**src/include/swr_params.svh**
```systemverilog
// Offsets, field positions, reset values and timing counts of the supervisor block
`ifndef SWR_PARAMS_SVH
`define SWR_PARAMS_SVH

`define SWR_CLK_HZ 20000000
`define SWR_TICK_US 1000
`define SWR_TICK_CYCLES ((`SWR_CLK_HZ / 1000000) * `SWR_TICK_US)

`define SWR_RST_PULSE_MS 12'h032
`define SWR_RST_PULSE_LONG_MS 12'h0C8
`define SWR_WD_FAST_MS 13'h0064
`define SWR_WD_SLOW_MS 13'h0640
`define SWR_RST_PULSE_CLKS 12'h200
`define SWR_RST_PULSE_LONG_CLKS 12'h800
`define SWR_WD_NORMAL_CLKS 13'h0400
`define SWR_WD_AFTER_RST_CLKS 13'h1000

`define SWR_ADDR_CTRL 5'h00
`define SWR_ADDR_STATUS 5'h04
`define SWR_ADDR_EVENT 5'h08
`define SWR_ADDR_EVENT_CLEAR 5'h0C
`define SWR_ADDR_EVENT_ENABLE 5'h10

`define SWR_CTRL_WD_EN 0
`define SWR_CTRL_RESET 1'h1
`define SWR_EVENT_RESET 4'h0
`define SWR_EVENT_ENABLE_RESET 4'h0

`define SWR_EV_WD_TIMEOUT 0
`define SWR_EV_UNDERVOLT 1
`define SWR_EV_POWER_FAIL 2
`define SWR_EV_BACKUP 3

`define SWR_SYNC_WIDTH 8
`define SWR_SI_WDI 0
`define SWR_SI_WDI_FLOAT 1
`define SWR_SI_TB_LEVEL 2
`define SWR_SI_TB_FLOAT 3
`define SWR_SI_TB_SELECT 4
`define SWR_SI_UNDERVOLT 5
`define SWR_SI_POWER_FAIL 6
`define SWR_SI_BACKUP 7

`endif

```
**src/include/swr_pkg.sv**
```systemverilog
// Types shared by the supervisor block
`default_nettype none
package swr_pkg;

	typedef struct packed {
		logic wdi_prev;
		logic wdi_valid;
		logic uv_prev;
		logic pf_prev;
		logic bk_prev;
		logic rst_busy;
		logic [11:0] rst_cnt;
		logic [12:0] wd_cnt;
		logic long_mode;
		logic wdo_n;
		logic reset_n;
		logic ce_out_n;
		logic pf_n;
		logic low_n;
		logic on_backup;
		logic wd_en;
		logic [3:0] evt;
		logic [3:0] evt_en;
		logic ack;
		logic [31:0] rdata;
	} swr_state_t;

	typedef struct packed {
		logic [14:0] presc;
		logic ext_prev;
		logic tick;
	} swr_tb_state_t;

endpackage : swr_pkg
`default_nettype wire

```
**src/core/swr_sync.sv**
```systemverilog
// Two-flop synchroniser for a group of asynchronous level inputs
`timescale 1ns/1ns
`default_nettype none
module swr_sync
	import swr_pkg::*;
#(
	parameter int W = 8
)
(
	input wire logic clk, // System clock
	input wire logic rst, // Synchronous reset, active high
	input wire logic ce, // Clock enable
	input wire logic [W-1:0] d, // Asynchronous levels
	output logic [W-1:0] q // Synchronised levels
);
	logic [W-1:0] s1;
	logic [W-1:0] s2;

	genvar i;
	generate
		for (i = 0; i < W; i++)
		begin : g_bit
			always_ff @(posedge clk)
			begin
				if (rst)
				begin
					s1[i] <= 1'b0;
					s2[i] <= 1'b0;
				end
				else if (ce)
				begin
					s1[i] <= d[i];
					s2[i] <= s1[i];
				end
			end
		end
	endgenerate

	assign q = s2;
endmodule : swr_sync
`default_nettype wire

```
**src/core/swr_timebase.sv**
```systemverilog
// Timebase: one tick per internal millisecond, or per rising edge of the external clock
`timescale 1ns/1ns
`default_nettype none
module swr_timebase
	import swr_pkg::*;
#(
	parameter logic [14:0] TICK_CYCLES = 15'h4E20
)
(
	input wire logic clk, // System clock
	input wire logic rst, // Synchronous reset, active high
	input wire logic ce, // Clock enable
	input wire logic ext_sel, // High selects the external clock
	input wire logic ext_level, // Synchronised external clock level
	output logic tick // One-cycle timebase pulse
);
	swr_tb_state_t s;
	swr_tb_state_t next_s;

	always_comb
	begin
		next_s = s;
		next_s.tick = 1'b0;
		next_s.ext_prev = ext_level;
		if (ext_sel)
		begin
			next_s.presc = 15'h0000;
			next_s.tick = ext_level && !s.ext_prev;
		end
		else if (s.presc >= TICK_CYCLES - 15'h0001)
		begin
			next_s.presc = 15'h0000;
			next_s.tick = 1'b1;
		end
		else
		begin
			next_s.presc = s.presc + 15'h0001;
		end
	end

	always_ff @(posedge clk)
	begin
		if (rst)
			s <= '0;
		else if (ce)
			s <= next_s;
	end

	assign tick = s.tick;
endmodule : swr_timebase
`default_nettype wire

```
**src/core/swr_supervisor.sv**
```systemverilog
// Supervisor: reset stretch, watchdog, RAM chip-enable gating, status pins and Avalon registers
//
// The implementer's own choices: the register offsets and the Avalon-MM slave port.
`include "swr_params.svh"
`timescale 1ns/1ns
`default_nettype none
module swr_supervisor
	import swr_pkg::*;
#(
	parameter logic [14:0] TICK_CYCLES = 15'(`SWR_TICK_CYCLES), // System clocks per ms
	parameter bit LONG_PULSE = 1'b0, // 200 ms / 2048 clock reset pulse
	parameter bit REDUCED = 1'b0 // Fixed 1.6 s watchdog, no timebase pins
)
(
	input wire logic CLK_SYS, // 20 MHz system clock
	input wire logic RST, // Synchronous reset, active high
	input wire logic CE, // Clock enable, freezes all state when low
	input wire logic SUPPLY_BELOW_RESET, // Undervoltage comparator
	input wire logic POWER_FAIL_SENSE, // High while sense input below 1.3 V
	input wire logic MAIN_BELOW_BACKUP, // Main supply below backup supply
	input wire logic WATCHDOG_INPUT, // Watchdog service level
	input wire logic WATCHDOG_INPUT_FLOAT, // Watchdog input undriven
	input wire logic TIMEBASE_SELECT, // Low selects the external timebase
	input wire logic TIMEBASE_INPUT, // External clock or fast/slow select
	input wire logic TIMEBASE_INPUT_FLOAT, // Timebase input undriven
	input wire logic CE_IN_N, // RAM chip-enable from host
	output logic CE_OUT_N, // Gated RAM chip-enable
	output logic RESET_N, // Reset, active low
	output logic RESET, // Reset, active high
	output logic POWER_FAIL_WARN_N, // Power-fail warning
	output logic SUPPLY_LOW_N, // Supply below reset threshold
	output logic WATCHDOG_TIMEOUT_N, // Latched watchdog timeout
	output logic ON_BACKUP_SUPPLY, // Output rail on backup supply
	output logic IRQ, // Level interrupt
	input wire logic [4:0] AVS_ADDRESS, // Byte address
	input wire logic AVS_READ, // Read request
	input wire logic AVS_WRITE, // Write request
	input wire logic [3:0] AVS_BYTEENABLE, // Byte enables
	input wire logic [31:0] AVS_WRITEDATA, // Write data
	output logic [31:0] AVS_READDATA, // Read data
	output logic AVS_WAITREQUEST // Wait request
);
	swr_state_t s;
	swr_state_t next_s;
	logic [`SWR_SYNC_WIDTH-1:0] raw;
	logic [`SWR_SYNC_WIDTH-1:0] syn;
	logic tick;
	logic ext_sel;
	logic watchdog_input;
	logic wdi_float;
	logic uv;
	logic pf;
	logic bk;

	assign raw = {MAIN_BELOW_BACKUP, POWER_FAIL_SENSE, SUPPLY_BELOW_RESET, TIMEBASE_SELECT,
		TIMEBASE_INPUT_FLOAT, TIMEBASE_INPUT, WATCHDOG_INPUT_FLOAT, WATCHDOG_INPUT};

	swr_sync #(
		.W(`SWR_SYNC_WIDTH)
	) u_sync (
		.clk(CLK_SYS),
		.rst(RST),
		.ce(CE),
		.d(raw),
		.q(syn)
	);

	assign watchdog_input = syn[`SWR_SI_WDI];
	assign wdi_float = syn[`SWR_SI_WDI_FLOAT];
	assign uv = syn[`SWR_SI_UNDERVOLT];
	assign pf = syn[`SWR_SI_POWER_FAIL];
	assign bk = syn[`SWR_SI_BACKUP];
	assign ext_sel = !REDUCED && !syn[`SWR_SI_TB_SELECT];

	swr_timebase #(
		.TICK_CYCLES(TICK_CYCLES)
	) u_timebase (
		.clk(CLK_SYS),
		.rst(RST),
		.ce(CE),
		.ext_sel(ext_sel),
		.ext_level(syn[`SWR_SI_TB_LEVEL]),
		.tick(tick)
	);

	always_comb
	begin
		logic [12:0] limit;
		logic [11:0] pulse;
		logic trans;
		logic wd_run;
		logic timeout;
		logic req;
		logic [3:0] set;
		logic [3:0] clr;
		logic [31:0] rd;
		limit = `SWR_WD_SLOW_MS;
		pulse = `SWR_RST_PULSE_MS;
		trans = 1'b0;
		wd_run = 1'b0;
		timeout = 1'b0;
		req = 1'b0;
		set = 4'h0;
		clr = 4'h0;
		rd = 32'h00000000;
		next_s = s;

		// Timeout and pulse width from the selected timebase
		if (REDUCED)
			limit = `SWR_WD_SLOW_MS;
		else if (ext_sel)
			limit = s.long_mode ? `SWR_WD_AFTER_RST_CLKS : `SWR_WD_NORMAL_CLKS;
		else if (!s.long_mode && !syn[`SWR_SI_TB_FLOAT] && !syn[`SWR_SI_TB_LEVEL])
			limit = `SWR_WD_FAST_MS;
		if (ext_sel)
			pulse = LONG_PULSE ? `SWR_RST_PULSE_LONG_CLKS : `SWR_RST_PULSE_CLKS;
		else
			pulse = LONG_PULSE ? `SWR_RST_PULSE_LONG_MS : `SWR_RST_PULSE_MS;

		trans = s.wdi_valid && (watchdog_input != s.wdi_prev) && !wdi_float;
		next_s.wdi_prev = watchdog_input;
		next_s.wdi_valid = 1'b1;
		wd_run = s.wd_en && !wdi_float && !s.rst_busy && !uv;
		timeout = wd_run && !trans && tick && (s.wd_cnt + 13'h0001 >= limit);

		// Reset stretch, retriggered while the supply is low
		if (uv)
		begin
			next_s.rst_busy = 1'b1;
			next_s.rst_cnt = pulse;
			next_s.wd_cnt = 13'h0000;
		end
		else if (timeout)
		begin
			next_s.rst_busy = 1'b1;
			next_s.rst_cnt = pulse;
			next_s.wd_cnt = 13'h0000;
		end
		else if (s.rst_busy && tick)
		begin
			if (s.rst_cnt <= 12'h001)
			begin
				next_s.rst_busy = 1'b0;
				next_s.long_mode = 1'b1;
				next_s.wd_cnt = 13'h0000;
			end
			else
				next_s.rst_cnt = s.rst_cnt - 12'h001;
		end
		else if (wd_run && trans)
		begin
			next_s.wd_cnt = 13'h0000;
			next_s.long_mode = 1'b0;
		end
		else if (wd_run && tick)
			next_s.wd_cnt = s.wd_cnt + 13'h0001;

		if (timeout)
			next_s.wdo_n = 1'b0;
		if (trans)
			next_s.wdo_n = 1'b1;
		if (uv || wdi_float || !s.wd_en)
			next_s.wdo_n = 1'b1;

		next_s.reset_n = !next_s.rst_busy;
		next_s.low_n = !uv;
		next_s.pf_n = !(pf || bk);
		next_s.ce_out_n = (uv || bk) ? 1'b1 : CE_IN_N;
		next_s.on_backup = bk;

		// Sticky events; a set in the clearing cycle wins
		next_s.uv_prev = uv;
		next_s.pf_prev = pf;
		next_s.bk_prev = bk;
		set[`SWR_EV_WD_TIMEOUT] = timeout;
		set[`SWR_EV_UNDERVOLT] = uv && !s.uv_prev;
		set[`SWR_EV_POWER_FAIL] = pf && !s.pf_prev;
		set[`SWR_EV_BACKUP] = bk && !s.bk_prev;

		// Avalon slave: one wait state, write takes effect when waitrequest drops
		req = AVS_READ || AVS_WRITE;
		next_s.ack = req && !s.ack;
		if (req && !s.ack)
		begin
			unique case (AVS_ADDRESS)
				`SWR_ADDR_CTRL: rd = {31'h00000000, s.wd_en};
				`SWR_ADDR_STATUS: rd = {25'h0000000, wdi_float, s.long_mode, !s.wdo_n,
					bk, pf, uv, s.rst_busy};
				`SWR_ADDR_EVENT: rd = {28'h0000000, s.evt};
				`SWR_ADDR_EVENT_ENABLE: rd = {28'h0000000, s.evt_en};
				default: rd = 32'h00000000;
			endcase
			next_s.rdata = rd;
		end
		if (AVS_WRITE && s.ack && AVS_BYTEENABLE[0])
		begin
			unique case (AVS_ADDRESS)
				`SWR_ADDR_CTRL: next_s.wd_en = AVS_WRITEDATA[`SWR_CTRL_WD_EN];
				`SWR_ADDR_EVENT_CLEAR: clr = AVS_WRITEDATA[3:0];
				`SWR_ADDR_EVENT_ENABLE: next_s.evt_en = AVS_WRITEDATA[3:0];
				default: clr = 4'h0;
			endcase
		end
		next_s.evt = (s.evt & ~clr) | set;
	end

	always_ff @(posedge CLK_SYS)
	begin
		if (RST)
		begin
			s <= '0;
			s.rst_busy <= 1'b1;
			s.rst_cnt <= LONG_PULSE ? `SWR_RST_PULSE_LONG_MS : `SWR_RST_PULSE_MS;
			s.long_mode <= 1'b1;
			s.wdo_n <= 1'b1;
			s.reset_n <= 1'b0;
			s.ce_out_n <= 1'b1;
			s.pf_n <= 1'b1;
			s.low_n <= 1'b1;
			s.wd_en <= `SWR_CTRL_RESET;
			s.evt <= `SWR_EVENT_RESET;
			s.evt_en <= `SWR_EVENT_ENABLE_RESET;
		end
		else if (CE)
			s <= next_s;
	end

	assign RESET_N = s.reset_n;
	assign RESET = !s.reset_n;
	assign CE_OUT_N = s.ce_out_n;
	assign POWER_FAIL_WARN_N = s.pf_n;
	assign SUPPLY_LOW_N = s.low_n;
	assign WATCHDOG_TIMEOUT_N = s.wdo_n;
	assign ON_BACKUP_SUPPLY = s.on_backup;
	assign IRQ = |(s.evt & s.evt_en);
	assign AVS_READDATA = s.rdata;
	assign AVS_WAITREQUEST = (AVS_READ || AVS_WRITE) && !s.ack;
endmodule : swr_supervisor
`default_nettype wire

```
**config.mk**
```make
export PLATFORM = sky130hd
export DESIGN_NAME = swr_supervisor
export DESIGN_NICKNAME = d
export VERILOG_FILES = /design/src/include/swr_pkg.sv /design/src/core/swr_sync.sv /design/src/core/swr_timebase.sv /design/src/core/swr_supervisor.sv
export VERILOG_INCLUDE_DIRS = /design/src /design/src/include
export SDC_FILE = /design/constraint.sdc
export NUM_CORES = 1
export LEC_CHECK = 0
export BUFFER_PORTS_ARGS = -buffer_cell sky130_fd_sc_hd__buf_4
export CORE_UTILIZATION = 45
export CTS_CLUSTER_DIAMETER = 60
export CTS_CLUSTER_SIZE = 25
export DETAILED_ROUTE_END_ITERATION = 8
export PLACE_DENSITY = 0.68
export SLEW_MARGIN = 20
export SYNTH_ARGS = -nofsm -noshare
export SYNTH_HDL_FRONTEND = slang
export SYNTH_SLANG_ARGS = --single-unit
```
**constraint.sdc**
```tcl
create_clock -name CLK_SYS -period 4.55 [get_ports CLK_SYS]
set_clock_uncertainty 0.15 [all_clocks]
set_input_delay 0.455 -clock CLK_SYS [delete_from_list [all_inputs] [get_ports CLK_SYS]]
set_output_delay 0.455 -clock CLK_SYS [all_outputs]
set_load 0.005 [all_outputs]
```
==> results.md <==
- Status: finished, final reports clean
- Crit path largest cell delay: 0.42 ns
- Largest family of logic cells by synthesized area: simple AND/OR/NAND/NOR gates
- Total power: 1.49 mW
- Initial antenna violation count: 0
- Post-Synth Adder-Cell Area: 3.07%
- Aggregate global-route resource usage: 20.2%
- Synth unique cells: 62
- Slowest cell on crit path: dfxtp_1
- Worst Path Arrival: 4.15 ns
- CTS sink cnt: 87
- Area Growth Syn to Fin: 9.67%
- Worst Setup Start Kind: register
- Power per cell area: 302 nW/µm²
- Peak VDD IR: 0.204 mV
- First-pass GRT wire length: ~16000 µm
- Simple-gate share of the synthesized area: 23.5%
- Via density: roughly 5.4
- Crit-path leading delay family: compound AO/OA/AOI/OAI gates
- RSZ-0062 raised after global routing: no
- Avg Cell Area, Syn: 8.25 µm²
- Post-synth top cells: dfxtp_1 (87), nor2_1 (84), nand2_1 (57), buf_4 (32), a21oi_1 (31)
- Post-synth ARST share: 0%
- Ranking of synthesized cells by area: dfxtp_1 (39%), nor2_1 (7.0%), buf_4 (5.4%)
- CTS tree: built
- Final HPWL DP: 6810 µm
- Slew Viols, Final: 0
- Post-Route WL: 9760 µm
- Worst skew pair latency: 0.37 ns
- Mux share of post-synthesis cell area: 5.63%
- # port buffers: 39
- Post-synthesis sequential element count: 87
- Top_reg_cell synth: dfxtp_1
- Final core occ: between 50% and 60%
- Routed WL per cell: 13.9 µm
- Total CTS buffers: 9
- Synth area leader: dfxtp_1
- # IOs: between 90 and 100
- YS warnings: 0
- Post-synthesis xor/xnor area fraction: just over 4%
- Final Cycle Share: roughly nine tenths
- H-tree levels: 3
- Number of global-route vias before repair: 3502
- Via count: 3776
- Synthesized area: 4490 µm²
- Final setup margin: 0.524 ns
- Clock period minus worst slack: slightly above 4 ns
- Top-area cell type share of the netlist area: between 30% and 40%
- Crit-path max FO: 10
- Sequential share of the synthesized area: 38.8%
- Compound-cell area share of the yosys netlist: 16.1%
- Pin count of the biggest net entering global routing: 57
- Max cap viols: 0
- Antenna viol nets, final: 0
- Post-synth EDFFs: 0
- DP Worst Slack: a little under 0.6 ns
- CP Class: reg -> reg
- Initial Utilization: 46.1%
- Die area: 10400 µm²
- Row count: 36
- Fmax achieved: 0.248 GHz
- Clock transition at path regs: 0.10 ns
- DIE HEIGHT: between 100 and 150 µm
- Remaining DRCs: 0
- Count of final hold-check violations: 0
- Grt total ovfl: 0
- Fin nets: about 630
- Post-CTS setup buffer count: 0
- CTS max path bufs: 2
- Clock root buffer: clkbuf_8
- LEAKAGE: 2.09 nW
- Hold buffers post-CTS: 0
- Fraction of layout cells with a size suffix above 1: 12.3%
- Max transition margin: a little over a third
- Hold Path Class: in -> reg
- Cell with the most instances after synthesis: dfxtp_1
- CTS resizes: 0
- GPL Wtd Cong: 0.792
- Antenna cells: 0
- DRT Pass-1 Iters: 5
- Core ar.: 9730 µm²
- Setup Viol. Count Final: 0
- Setup TNS Final: 0 ns
- Worst Tran Pin Value: 0.958 ns
- Setup crit end kind: register
- Crit path buf inv count: 1
- Die span in x: 102 µm
- Synth Instances: between 500 and 600
- Fillcell total: around 970
- Crit path required time: between 4 and 5 ns
- Iter 0 DRT Violations: 230
- CP Cell Sequence: ha_1 > nand3_1 > nor2_1 > nand3_1 > nor2_1 > xor2_1 > ha_1 > and3_1 > and3_4 > o311a_1 > a211o_1 > o21ai_2 > buf_4 > a22oi_1 > o22a_1
## layout make-up
class / instances / area (µm²) / share of cell area (%)
well taps: 133 / 166 / 3.38
clock inverters: 7 / 95.1 / 1.93
inverters: 13 / 48.8 / 0.991
clock buffers: 9 / 124 / 2.52
multi-input cells: 412 / 2450 / 49.7
flip-flops and latches: 87 / 1740 / 35.4
repair buffers: 40 / 300 / 6.10
## registers in the layout, indices dropped and copies added (netlist names)
signal,cells
AVS_READDATA,7
CE_OUT_N,1
ON_BACKUP_SUPPLY,1
POWER_FAIL_WARN_N,1
RESET_N,1
SUPPLY_LOW_N,1
WATCHDOG_TIMEOUT_N,1
s,41
u_sync.q,8
u_sync.s1,8
u_timebase.s,16
u_timebase.tick,1
## routing by layer
| layer | global-route usage, % | vias to the layer above | routed length, µm |
|---|---|---|---|
| met5 | 0 | - | 0 |
| met4 | 5.27 | 0 | 86 |
| met3 | 4.45 | 7 | 427 |
| met2 | 33.3 | 90 | 4520 |
| met1 | 26.7 | 1787 | 4720 |
| li1 | - | 1892 | - |
## layout by cell type, fill, tap and decap left out, drive strengths merged, types with 4 or more instances in the layout
cell | Yosys | layout
a21o | 6 | 6
a21oi | 31 | 31
a22o | 9 | 9
a22oi | 10 | 10
a32oi | 4 | 4
and3 | 8 | 8
buf | 39 | 40
clkbuf | 17 | 9
conb | 1 | 25
dfxtp | 87 | 87
ha | 11 | 11
inv | 13 | 18
mux2i | 23 | 23
nand2 | 57 | 57
nand2b | 4 | 4
nand3 | 21 | 21
nand4 | 8 | 8
nor2 | 85 | 85
nor3 | 9 | 9
nor4 | 4 | 4
o21ai | 18 | 18
o31ai | 5 | 5
or2 | 4 | 4
or3 | 5 | 5
or4 | 5 | 5
xnor2 | 8 | 8
xor2 | 13 | 13
## kinds of logic (layout without fill, tap and decap cells)
family | Yosys count | in the layout
other cells | 1 | 25
flops | 87 | 87
xor+xnor | 21 | 21
fa+ha+maj | 11 | 11
simple gates | 223 | 223
buf+inv | 69 | 69
compound gates | 107 | 107
mux | 25 | 25
## per-stage QoR
stage | instance area [µm²] | hold WS, ns | instances
5_1_grt | 4920 | 0.149 | 701
3_5_place_dp | 4700 | 0.317 | 685
6_report | 4920 | 0.158 | 701
2_1_floorplan | 4580 | 0.291 | 568
3_3_place_gp | 4700 | 0.302 | 685
4_1_cts | 4920 | 0.149 | 701
## worst register-to-register path, cell delays in order, from the launching register on
cell and delay [ns]:
dfxtp_1 0.42, ha_1 0.37, nand3_1 0.12, nor2_1 0.19, nand3_1 0.20, nor2_1 0.19, xor2_1 0.24, ha_1 0.28
and3_1 0.17, and3_4 0.17, o311a_1 0.11, a211o_1 0.40, o21ai_2 0.35, buf_4 0.24, a22oi_1 0.10, o22a_1 0.22
## final timing paths
kind,from,depth (start not counted),to,slack [ns]
worst max-delay path,s[50],15,s[66],0.52
worst max register to register,s[50],15,s[66],0.52
worst min register to register,s[77],2,s[77],0.33
worst min-delay path,TIMEBASE_SELECT,3,u_sync.s1[4],0.16
## power by group
part,total [mW],switching [mW],internal [mW]
clock,0.592,0.320,0.272
sequential,0.788,0.0129,0.775
combinational,0.107,0.0648,0.0423
total,1.49,0.398,1.09
Note: power is estimated with default switching activity, not from simulation.
